$ cat config.mk
export PLATFORM = sky130hd
export DESIGN_NAME = afr_fault_ctrl
export DESIGN_NICKNAME = d
export VERILOG_FILES = /design/src/include/afr_pkg.sv /design/src/logic/afr_fault_ctrl.sv /design/src/logic/afr_sync.sv
export VERILOG_INCLUDE_DIRS = /design/src /design/src/include
export SDC_FILE = /design/constraint.sdc
export NUM_CORES = 1
export LEC_CHECK = 0
export ABC_AREA = 1
export BUFFER_PORTS_ARGS = -buffer_cell sky130_fd_sc_hd__buf_2
export CORE_ASPECT_RATIO = 0.8
export CORE_MARGIN = 2
export CORE_UTILIZATION = 46
export CTS_CLUSTER_SIZE = 16
export DETAILED_ROUTE_END_ITERATION = 8
export PLACE_DENSITY = 0.72
export SLEW_MARGIN = 25
export SYNTH_ARGS = -nofsm -noshare
export SYNTH_HDL_FRONTEND = slang
export SYNTH_SLANG_ARGS = --single-unit
$ cat constraint.sdc
create_clock -name sys_clk_in -period 1 [get_ports sys_clk_in]
set_input_delay 0.3 -clock sys_clk_in [delete_from_list [all_inputs] [get_ports sys_clk_in]]
set_output_delay 0.3 -clock sys_clk_in [all_outputs]
set_load 0.01 [all_outputs]
$ cat src/include/afr_defs.svh
`ifndef AFR_DEFS_SVH
`define AFR_DEFS_SVH
// output mode codes
`define AFR_MODE_BTL 2'h0
`define AFR_MODE_PARALLEL_BRIDGE_MODE 2'h1
`define AFR_MODE_SE 2'h2
// half-bridge indices within the four-bit groups
`define AFR_HB_A 0
`define AFR_HB_B 1
`define AFR_HB_C 2
`define AFR_HB_D 3
// reset values of the status pins (released, pulled high) and of the half-bridges (all high impedance)
`define AFR_PIN_RST 1'h1
`define AFR_HIZ_RST 4'hF
`endif

$ cat src/include/afr_pkg.sv
package afr_pkg;
    typedef enum logic [1:0] {
        AFR_BTL = 2'h0,
        AFR_PARALLEL_BRIDGE_MODE = 2'h1,
        AFR_SE = 2'h2
    } afr_mode_t;
    typedef enum logic [2:0] {
        AFR_ST_RESET = 3'h1,
        AFR_ST_RUN = 3'h2,
        AFR_ST_LATCHED = 3'h4
    } afr_state_t;
endpackage

$ cat src/logic/afr_fault_ctrl.sv
`timescale 1ns/10ps
`include "afr_defs.svh"

// How it works
// - shutdown_flag_n goes low whenever a fault has shut the power stage down.
// - temp_warn_n and temp_warn_high_n go low above 125C, temp_warn_low_n above 100C.
// - a fault puts the affected half-bridges in high impedance and pulls the shutdown flag low.
// - faults other than overload and overtemperature error clear themselves when gone.
// - while reset is low the shutdown flag is forced high whatever faults exist.
// - in bridge and single-ended modes A/B and C/D fail as pairs; in parallel mode all four.
// - a bootstrap undervoltage disables only its own half-bridge.
// - all half-bridges stay high impedance until gate-drive and common supplies are good.
// - while reset is low in bridge modes the weak output pulldown is on so bootstrap capacitors charge.
// - all four status pins high means normal operation with no fault and cool die.
// - overtemperature error and overload are latched until reset is asserted.
// - reset low forces all four half-bridges off, with pulldown only in bridge modes.
module afr_fault_ctrl (
    input wire logic sys_clk_in,
    input wire logic rst_n_in,
    input wire logic reset_pin_n_in,
    input wire logic [1:0] mode_in,
    input wire logic overtemp_error_in,
    input wire logic overload_protect_in,
    input wire logic temp_warn_low_in,
    input wire logic temp_warn_high_in,
    input wire logic gate_drive_supply_ok_in,
    input wire logic common_supply_ok_in,
    input wire logic [3:0] local_error_in,
    input wire logic [3:0] bootstrap_uv_in,
    output logic shutdown_flag_n_out,
    output logic shutdown_flag_n_oe_out,
    output logic temp_warn_n_out,
    output logic temp_warn_n_oe_out,
    output logic temp_warn_low_n_out,
    output logic temp_warn_low_n_oe_out,
    output logic temp_warn_high_n_out,
    output logic temp_warn_high_n_oe_out,
    output logic [3:0] hb_hiz_out,
    output logic [3:0] hb_pulldown_out,
    output logic [2:0] state_out
);
    ////////////////////////////////////////////////////////////////////////////
    localparam int NSYNC = 15;
    logic [NSYNC-1:0] raw_in;
    logic [NSYNC-1:0] syn;
    logic rst_pin_n;
    logic overtemp_error;
    logic overload_protect;
    logic warn_lo;
    logic warn_hi;
    logic supply_ok;
    logic [3:0] loc_err;
    logic [3:0] bst_uv;
    logic [1:0] mode_q;
    logic ote_latch_q;
    logic olp_latch_q;
    logic [3:0] group_off;
    logic [3:0] hiz_d;
    logic any_fault;
    afr_pkg::afr_state_t state_q;

    assign raw_in = {reset_pin_n_in, overtemp_error_in, overload_protect_in, temp_warn_low_in,
        temp_warn_high_in, gate_drive_supply_ok_in, common_supply_ok_in,
        local_error_in, bootstrap_uv_in};

    // all pin-level inputs except mode_in double-flopped
    afr_sync #(
        .WIDTH(NSYNC)
    ) u_sync (
        .sys_clk_in(sys_clk_in),
        .rst_n_in(rst_n_in),
        .async_in(raw_in),
        .sync_out(syn)
    );

    assign rst_pin_n = syn[14];
    assign overtemp_error = syn[13];
    assign overload_protect = syn[12];
    assign warn_lo = syn[11];
    assign warn_hi = syn[10];
    assign supply_ok = syn[9] & syn[8];
    assign loc_err = syn[7:4];
    assign bst_uv = syn[3:0];

    ////////////////////////////////////////////////////////////////////////////
    // group expansion of local errors by output mode
    function automatic logic [3:0] afr_group(input logic [1:0] mode, input logic [3:0] err);
        logic ab;
        logic cd;
        ab = err[`AFR_HB_A] | err[`AFR_HB_B];
        cd = err[`AFR_HB_C] | err[`AFR_HB_D];
        if (mode == `AFR_MODE_PARALLEL_BRIDGE_MODE)
            afr_group = {4{ab | cd}};
        else
            afr_group = {cd, cd, ab, ab};
    endfunction

    // mode sampled only during reset; changing it while running would glitch pairing
    always_ff @(posedge sys_clk_in)
    begin
        if (!rst_n_in)
            mode_q <= `AFR_MODE_BTL;
        else if (!rst_pin_n)
            mode_q <= mode_in;
    end

    ////////////////////////////////////////////////////////////////////////////
    // latched faults, cleared only by the reset pin or by rst_n_in; a new event while reset
    // is low is not stored since reset overrides the stage anyway
    always_ff @(posedge sys_clk_in)
    begin
        if (!rst_n_in)
        begin
            ote_latch_q <= 1'b0;
            olp_latch_q <= 1'b0;
        end
        else if (!rst_pin_n)
        begin
            ote_latch_q <= 1'b0;
            olp_latch_q <= 1'b0;
        end
        else
        begin
            ote_latch_q <= ote_latch_q | overtemp_error;
            olp_latch_q <= olp_latch_q | overload_protect;
        end
    end

    always_comb
    begin
        group_off = afr_group(mode_q, loc_err);
        // latched faults and bad supplies take down all four; others self-clear
        any_fault = ote_latch_q | olp_latch_q | ~supply_ok | (|loc_err) | (|bst_uv);
        hiz_d = group_off | bst_uv;
        if (ote_latch_q || olp_latch_q || !supply_ok || !rst_pin_n)
            hiz_d = 4'hF;
    end

    ////////////////////////////////////////////////////////////////////////////
    // state is for observation only; the latch registers carry the shutdown
    always_ff @(posedge sys_clk_in)
    begin
        if (!rst_n_in)
            state_q <= afr_pkg::AFR_ST_RESET;
        else
        begin
            case (state_q)
                afr_pkg::AFR_ST_RESET:
                    if (rst_pin_n)
                        state_q <= afr_pkg::AFR_ST_RUN;
                afr_pkg::AFR_ST_RUN:
                    if (!rst_pin_n)
                        state_q <= afr_pkg::AFR_ST_RESET;
                    else if (overtemp_error || overload_protect)
                        state_q <= afr_pkg::AFR_ST_LATCHED;
                afr_pkg::AFR_ST_LATCHED:
                    if (!rst_pin_n)
                        state_q <= afr_pkg::AFR_ST_RESET;
                default:
                    state_q <= afr_pkg::AFR_ST_RESET;
            endcase
        end
    end

    always_ff @(posedge sys_clk_in)
    begin
        if (!rst_n_in)
        begin
            hb_hiz_out <= `AFR_HIZ_RST;
            state_out <= 3'h1;
        end
        else
        begin
            hb_hiz_out <= hiz_d;
            state_out <= state_q;
        end
    end

    // weak pulldown lets the bootstrap caps charge before switching starts
    always_ff @(posedge sys_clk_in)
    begin
        if (!rst_n_in)
            hb_pulldown_out <= 4'h0;
        else
            // pulldown only in bridge modes, single-ended stays floating
            hb_pulldown_out <= (!rst_pin_n && mode_q != `AFR_MODE_SE) ? 4'hF : 4'h0;
    end

    ////////////////////////////////////////////////////////////////////////////
    // open-drain pins: output value held low, enable pulls the line down
    // data bits registered too, so no pin ever sees a combinational path
    always_ff @(posedge sys_clk_in)
    begin
        shutdown_flag_n_out <= 1'b0;
        temp_warn_n_out <= 1'b0;
        temp_warn_low_n_out <= 1'b0;
        temp_warn_high_n_out <= 1'b0;
    end

    always_ff @(posedge sys_clk_in)
    begin
        if (!rst_n_in)
        begin
            shutdown_flag_n_oe_out <= ~`AFR_PIN_RST;
            temp_warn_n_oe_out <= ~`AFR_PIN_RST;
            temp_warn_low_n_oe_out <= ~`AFR_PIN_RST;
            temp_warn_high_n_oe_out <= ~`AFR_PIN_RST;
        end
        else
        begin
            // reset pin low releases the flag regardless of faults
            shutdown_flag_n_oe_out <= rst_pin_n & any_fault;
            temp_warn_n_oe_out <= warn_hi;
            temp_warn_high_n_oe_out <= warn_hi;
            temp_warn_low_n_oe_out <= warn_lo | warn_hi;
        end
    end
endmodule // afr_fault_ctrl

$ cat src/logic/afr_sync.sv
`timescale 1ns/10ps
module afr_sync #(
    parameter int WIDTH = 8
) (
    input wire logic sys_clk_in,
    input wire logic rst_n_in,
    input wire logic [WIDTH-1:0] async_in,
    output logic [WIDTH-1:0] sync_out
);
    logic [WIDTH-1:0] meta_q;
    // first stage read only by the second stage
    always_ff @(posedge sys_clk_in)
    begin
        if (!rst_n_in)
        begin
            meta_q <= '0;
            sync_out <= '0;
        end
        else
        begin
            meta_q <= async_in;
            sync_out <= meta_q;
        end
    end
endmodule // afr_sync

==> reports/results.ini, run 1 <==
[synth]
synth_area_mm2 = 0.001592
avgSynthCellArea_um2 = 8.557
synth_cells = 186
ys_seq_area_share_pct = 60.38
synth_warnings = 0
synth_cell_types = 20
yosys_register_bits = 48

[routing]
via_per_inst = 4.068
vias = 1082
route.detailed.drc = 0
wl_per_cell_um = 8.628
firstDrtPassIters = 4
wl_mm = 2.295
drt_iter0_drc = 44
antenna_left = 0

[floorplan]
die_height_um = 56.61
initial_core_util_pct = 47.15
rows = 19
dieArea_mm2 = 0.003949
die_w_um = 69.77
design.core.area_mm2 = 0.003376
io_pins = 38

[pwr]
cellPowerDensity_mw_per_mm2 = 1883
ir_worst_vdd_v = 0.001117
p_leak_nw = 1.105
total_power_mw = 3.678

[timing]
skew_ns = 0.002131
rsz0062_at_grt = yes
setup_viol = 15
hold_viol_final = 0
slew_violations = 0
worst_slack_ns = -0.06286
max_freq_mhz = 940.9
min_period_ns = 1.063
finalCritPeriodShare_pct = 106.3

[final_layout]
multiInputGateArea_um2 = 430.4
final-instance-count-excl-fill = 266
drive_gt1_share_pct = 31.25
regArea_um2 = 973.4
final_nets = 242
antenna_cells = 0
fillers = 322
areaGrowthSynthToFinish_pct = 22.72

[placement]
place_inst = 257
hpwl_mm = 1.557
gp_congestion = 0.8627
portBuffers = 33

[critical_path]
crit_slowest_cell = dfxtp_2
ff2ff_path_depth = 3
cp-startpoint = hb_pulldown_out[2]
r2r_start = u_sync.sync_out[14]
path_cells = buf_2
critical-path-top-delay-family = flip-flops
worst_ep_arrival_time_ns = 0.76
max_stage_delay_ns = 0.34
crit_end = hb_pulldown_out[0]
path_max_fanout = 4
start_kind = flip-flop
critical_path_depth = 1
rr_endpoint = hb_hiz_out[1]
worst-path-buf-inv = 1
endpoint_kind = output port
cp.required_ns = 0.70
critical_path_class = flip-flop to output port
r2r_setup_slack_ns = 0.03

[grt]
antenna_found_initial = 0
grt_max_degree = 32
overflow = 0
grt_pass1_vias = 906
grt_pass1_wl_mm = 3.781
grt_use_total_pct = 12.83

[clock_network]
cts.clk_slew.worst_paths_ns = 0.08
cts.sinks = 48
h-tree-depth = 2
clkLatencyLatePin_ns = 0.30
cts_max_path_buffers = 2
cts_tree = built
cts_made_buffers = 5
cts_root_buf = clkbuf_8

[min_path]
hp-class = primary input to flip-flop

[job]
drv_cap = 0

[run_status]
outcome = finished with violations
violations = negative setup slack

[cell families (layout without fill, tap and decap cells)]
logic type	count (synthesis)	in the layout	synth area share, %
DFF	48	48	60.38
buffers and inverters	56	91	15.80
and+or+nand+nor	73	73	20.68
other	1	4	0.2356
AOI/OAI and AO/OA	8	8	2.909
[per-stage QoR]
stage          setup TNS, ns  utilization, %  instance area, µm²  hold slack [ns]  setup WS [ns]
2_1_floorplan              0               -                1603           0.3905        0.05917
3_3_place_gp               0           52.48                1772           0.3939        0.03077
3_5_place_dp        -0.03508           52.48                1772           0.3947       -0.02191
4_1_cts              -0.8174           56.26                1899           0.1625       -0.08014
5_1_grt               -1.134           57.86                1953           0.1672       -0.09824
6_report             -0.5572           57.86                1953           0.1737       -0.06286
[worst min path at each step]
stage	cells after the start	slack, ns	end	startpoint
4_1_cts	3	0.16	u_sync.meta_q[5]	local_error_in[1]
3_5_place_dp	2	0.39	u_sync.sync_out[13]	u_sync.meta_q[13]
5_1_grt	3	0.17	u_sync.meta_q[0]	bootstrap_uv_in[0]
6_report	3	0.17	u_sync.meta_q[4]	local_error_in[0]
3_3_place_gp	2	0.39	u_sync.sync_out[2]	u_sync.meta_q[2]
2_1_floorplan	2	0.39	u_sync.sync_out[0]	u_sync.meta_q[0]
[placed cells by master (no fill, tap or decap)]
cell / Yosys / final
a21oi_1: 5 / 3
nand3_2: 0 / 1
nor3_1: 2 / 1
nor3_2: 0 / 1
dfxtp_4: 0 / 1
o21ai_0: 1 / 1
inv_6: 0 / 1
inv_2: 2 / 2
or2_4: 0 / 1
inv_1: 42 / 42
clkbuf_8: 0 / 6
buf_6: 1 / 4
buf_2: 3 / 29
nand2_1: 42 / 42
a21oi_4: 0 / 1
nor4_4: 1 / 1
nand4_1: 2 / 2
dfxtp_2: 0 / 7
nand2_2: 2 / 1
nor2_2: 0 / 3
clkinv_2: 0 / 1
nor2_4: 1 / 1
conb_1: 1 / 4
buf_4: 8 / 6
dfxtp_1: 48 / 40
nand2_4: 0 / 1
a211oi_1: 1 / 1
a21oi_2: 1 / 2
nor2_1: 10 / 7
nand3_1: 12 / 11
[synthesized netlist by cell type (all sizes together)]
library cell,n,share of area (%)
or2,1,0.39
nand4,2,0.79
nor2,11,3.1
nor3,2,0.63
nand3,12,3.8
buf,12,5.4
conb,1,0.24
a211oi,1,0.47
dfxtp,48,60
a21oi,6,2.1
inv,44,10
o21ai,1,0.31
nand2,44,11
nor4,1,1.3
[cell type report]
class                      count  area share [%]
tap                           42           2.691
clock buffer                   6           4.228
sequential                    48           49.84
timing repair buffer          39           12.04
multi-input combinational     85           22.04
clock inverter                 2          0.7047
inverter                      44           8.456
[per-layer routing]
layer,up-vias,share of wire (%),GRT usage (%)
met4,0,3.0,6.593
met5,-,0,0
met3,7,9.0,7.361
li1,603,-,-
met1,436,43,14.84
met2,36,45,18.91
[power breakdown]
part	internal (mW)	total, mW	switching, mW
Sequential	2.03	2.10	0.0714
Combinational	0.170	0.401	0.231
Clock	0.565	1.18	0.612
[flip-flops by register name (all words and copies together) (netlist names), 2 cells and up]
register         count
state_q              3
mode_q               2
hb_hiz_out           4
state_out            3
u_sync.sync_out     15
u_sync.meta_q       15
[timing repair]
| item | CTS | global route |
|---|---|---|
| setup buffers | 0 | 1 |
| hold buffers | 0 | 0 |
| gates resized for setup | 9 | 14 |
| endpoints found under the setup margin | 19 | 22 |
| pin swaps | 0 | 2 |
No activity file was read; power rests on OpenSTA's default activity.
==> inputs of run 2 (changes only) <==
- PLACE_DENSITY: 0.72 -> 0.7
- TNS_END_PERCENT: unset -> 1
==> reports/results.ini, run 2 (synthesis gave the netlist of run 1 again) <==
[run_status]
outcome = finished with violations
violations = negative setup slack

[routing]
route.detailed.drc = 0  ; unchanged
via_per_inst = 4.170  ; +2.5%
drt_iter0_drc = 71  ; +61%
wl_met1_mm = 1.048  ; +5.9%
wl_per_cell_um = 8.527  ; -1.2%
antenna_left = 0  ; unchanged
routed.top_layer = met4
wl_mm = 2.251  ; -1.9%
met2_length_um = 946  ; -8.1%
vias = 1101  ; +1.8%
wl_met3_um = 203  ; -1.9%
firstDrtPassIters = 4  ; unchanged

[final_layout]
antenna_cells = 0  ; unchanged
fillers = 320  ; -0.62%
areaGrowthSynthToFinish_pct = 20.28
fin_util_pct = 56.71  ; -1.1 points
mostFrequentLayoutCells = nand2_1, inv_1, dfxtp_1
drive_gt1_share_pct = 31.08  ; -0.17 points
top_regs = u_sync.meta_q: 15 flops, u_sync.sync_out: 15 flops, hb_hiz_out: 4 flops
final_nets = 241  ; -0.41%
design_area_mm2 = 0.001914  ; -2.0%
multiInputGateArea_um2 = 429.2  ; -0.29%
regArea_um2 = 970.9  ; -0.26%

[floorplan]
initial_core_util_pct = 47.15  ; unchanged
design.core.area_mm2 = 0.003376  ; unchanged
rows = 19  ; unchanged
dieArea_mm2 = 0.003949  ; unchanged
io_pins = 38  ; unchanged
die_w_um = 69.77  ; unchanged
die_height_um = 56.61  ; unchanged

[timing]
skew_ns = 0.002788  ; +0.0006576 ns
worst_slack_ns = -0.05029  ; +0.01257 ns
rsz0062_at_grt = yes
max_freq_mhz = 952.1  ; +1.2%
setup_viol = 15  ; unchanged
finalCritPeriodShare_pct = 105.0  ; -1.3 points
min_period_ns = 1.050  ; -0.01257 ns
slew_violations = 0  ; unchanged
setup_tns_ns = -0.4341  ; +0.1231 ns
hold_viol_final = 0  ; unchanged

[grt]
grt_use_total_pct = 11.57  ; -1.3 points
antenna_found_initial = 0  ; unchanged
grt_max_degree = 31  ; -3.1%
overflow = 0  ; unchanged
grt_pass1_wl_mm = 3.408  ; -9.9%
grt_pass1_vias = 828  ; -8.6%

[clock_network]
cts_max_path_buffers = 2  ; unchanged
ctsHoldBuffers = 0  ; unchanged
cts.clk_slew.worst_paths_ns = 0.08  ; about the same
cts_made_buffers = 5  ; unchanged
cts_tree = built
post_cts_buffers = 0  ; unchanged
cts_root_buf = clkbuf_8
h-tree-depth = 2  ; unchanged
cts.sinks = 48  ; unchanged
clkLatencyLatePin_ns = 0.29  ; about the same

[min_path]
hold_end = u_sync.meta_q[9]
hold_depth = 3  ; unchanged
holdCritStartpoint = gate_drive_supply_ok_in
hp-class = primary input to flip-flop

[pwr]
p_int_mw = 2.680  ; -3.0%
power_switching_share_pct = 25.00  ; +0.15 points
netSwitchingPower_mw = 0.8934  ; -2.3%
pwr-share-comb_pct = 11.4  ; +0.5 points
p_leak_nw = 1.082  ; -2.1%
ir_worst_vdd_v = 0.001048  ; -6.2%
pwr-share-clk_pct = 29.6  ; -2.4 points
p_seq_share_pct = 59.0  ; +1.9 points
cellPowerDensity_mw_per_mm2 = 1867  ; -0.88%

[critical_path]
critical-path-top-delay-family = flip-flops
crit_slowest_cell = dfxtp_2
r2r_setup_slack_ns = 0.05  ; +0.02 ns
r2r_start = u_sync.sync_out[9]
path_cells = buf_2
endpoint_kind = output port
cp.required_ns = 0.70  ; about the same
critical_path_class = flip-flop to output port
path_max_fanout = 4  ; unchanged
worst_ep_arrival_time_ns = 0.75  ; about the same
max_stage_delay_ns = 0.34  ; about the same
rr_endpoint = hb_hiz_out[3]
start_kind = flip-flop
ff2ff_path_depth = 3  ; unchanged
critical_path_depth = 1  ; unchanged
worst-path-buf-inv = 1  ; unchanged

[placement]
place_area_mm2 = 0.001772  ; unchanged
gp_congestion = 0.8732  ; +1.2%
portBuffers = 33  ; unchanged
hpwl_mm = 1.490  ; -4.3%

[job]
drv_cap = 0  ; unchanged

==> run 2: cell types whose count changed in the layout (fill, tap and decap cells not counted), sizes merged <==
cell,delta
buf,-1
clkbuf,-1
clkinvlp,+1
inv,-1
==> run 2: stage by stage <==
step           cells  setup WS, ns  power, mW  hold slack [ns]
2_1_floorplan    189       0.05917      2.406           0.3905
6_report         264      -0.05029      3.574           0.1780
3_5_place_dp     257      0.005969      2.493           0.3964
4_1_cts          264      -0.07036      3.570           0.1635
3_3_place_gp     257      0.003510      2.484           0.3933
5_1_grt          264      -0.09062      3.767           0.1682
==> run 2: repair_timing <==
action                                  in CTS  in global routing
pin swaps                                    0                  0
resized for setup                            5                 15
cloned                                       0                  0
endpoints found under the setup margin      17                 22
==> run 2: layer usage <==
metal	GRT usage [%]	vias to the layer above
li1	-	600
met2	15.78	35
met3	7.540	5
met4	6.593	0
met5	0	-
met1	13.61	461
==> run 2: worst register-to-register path, cell delays in order, from the launching register on <==
cell,delay [ns]
dfxtp_1,0.31
nand2_1,0.09
nor4_4,0.30
nand3_1,0.12
==> run 2: worst max-delay path by stage <==
stage | endpoint | startpoint
CTS | hb_pulldown_out[2] | hb_pulldown_out[2]
floorplan | hb_hiz_out[0] | u_sync.sync_out[7]
detailed placement | state_q[2] | state_q[1]
finish | hb_pulldown_out[3] | hb_pulldown_out[2]
global placement | shutdown_flag_n_oe_out | u_sync.sync_out[7]
global route | hb_pulldown_out[0] | hb_pulldown_out[2]
==> run 2: layout make-up <==
| cell class | instances | share of cell area (%) |
|---|---|---|
| well taps | 42 | 2.745 |
| inverters | 44 | 8.627 |
| clock buffers | 5 | 3.595 |
| clock inverters | 2 | 0.6536 |
| flip-flops and latches | 48 | 50.72 |
| repair buffers | 38 | 11.24 |
| multi-input cells | 85 | 22.42 |
==> run 2: power by group through the flow <==
stage	Combinational, mW	Sequential (mW)	Clock (mW)
4_1_cts	0.366	2.09	1.11
5_1_grt	0.453	2.12	1.19
2_1_floorplan	0.270	2.14	0
3_5_place_dp	0.360	2.13	0
3_3_place_gp	0.353	2.13	0
6_report	0.407	2.11	1.06
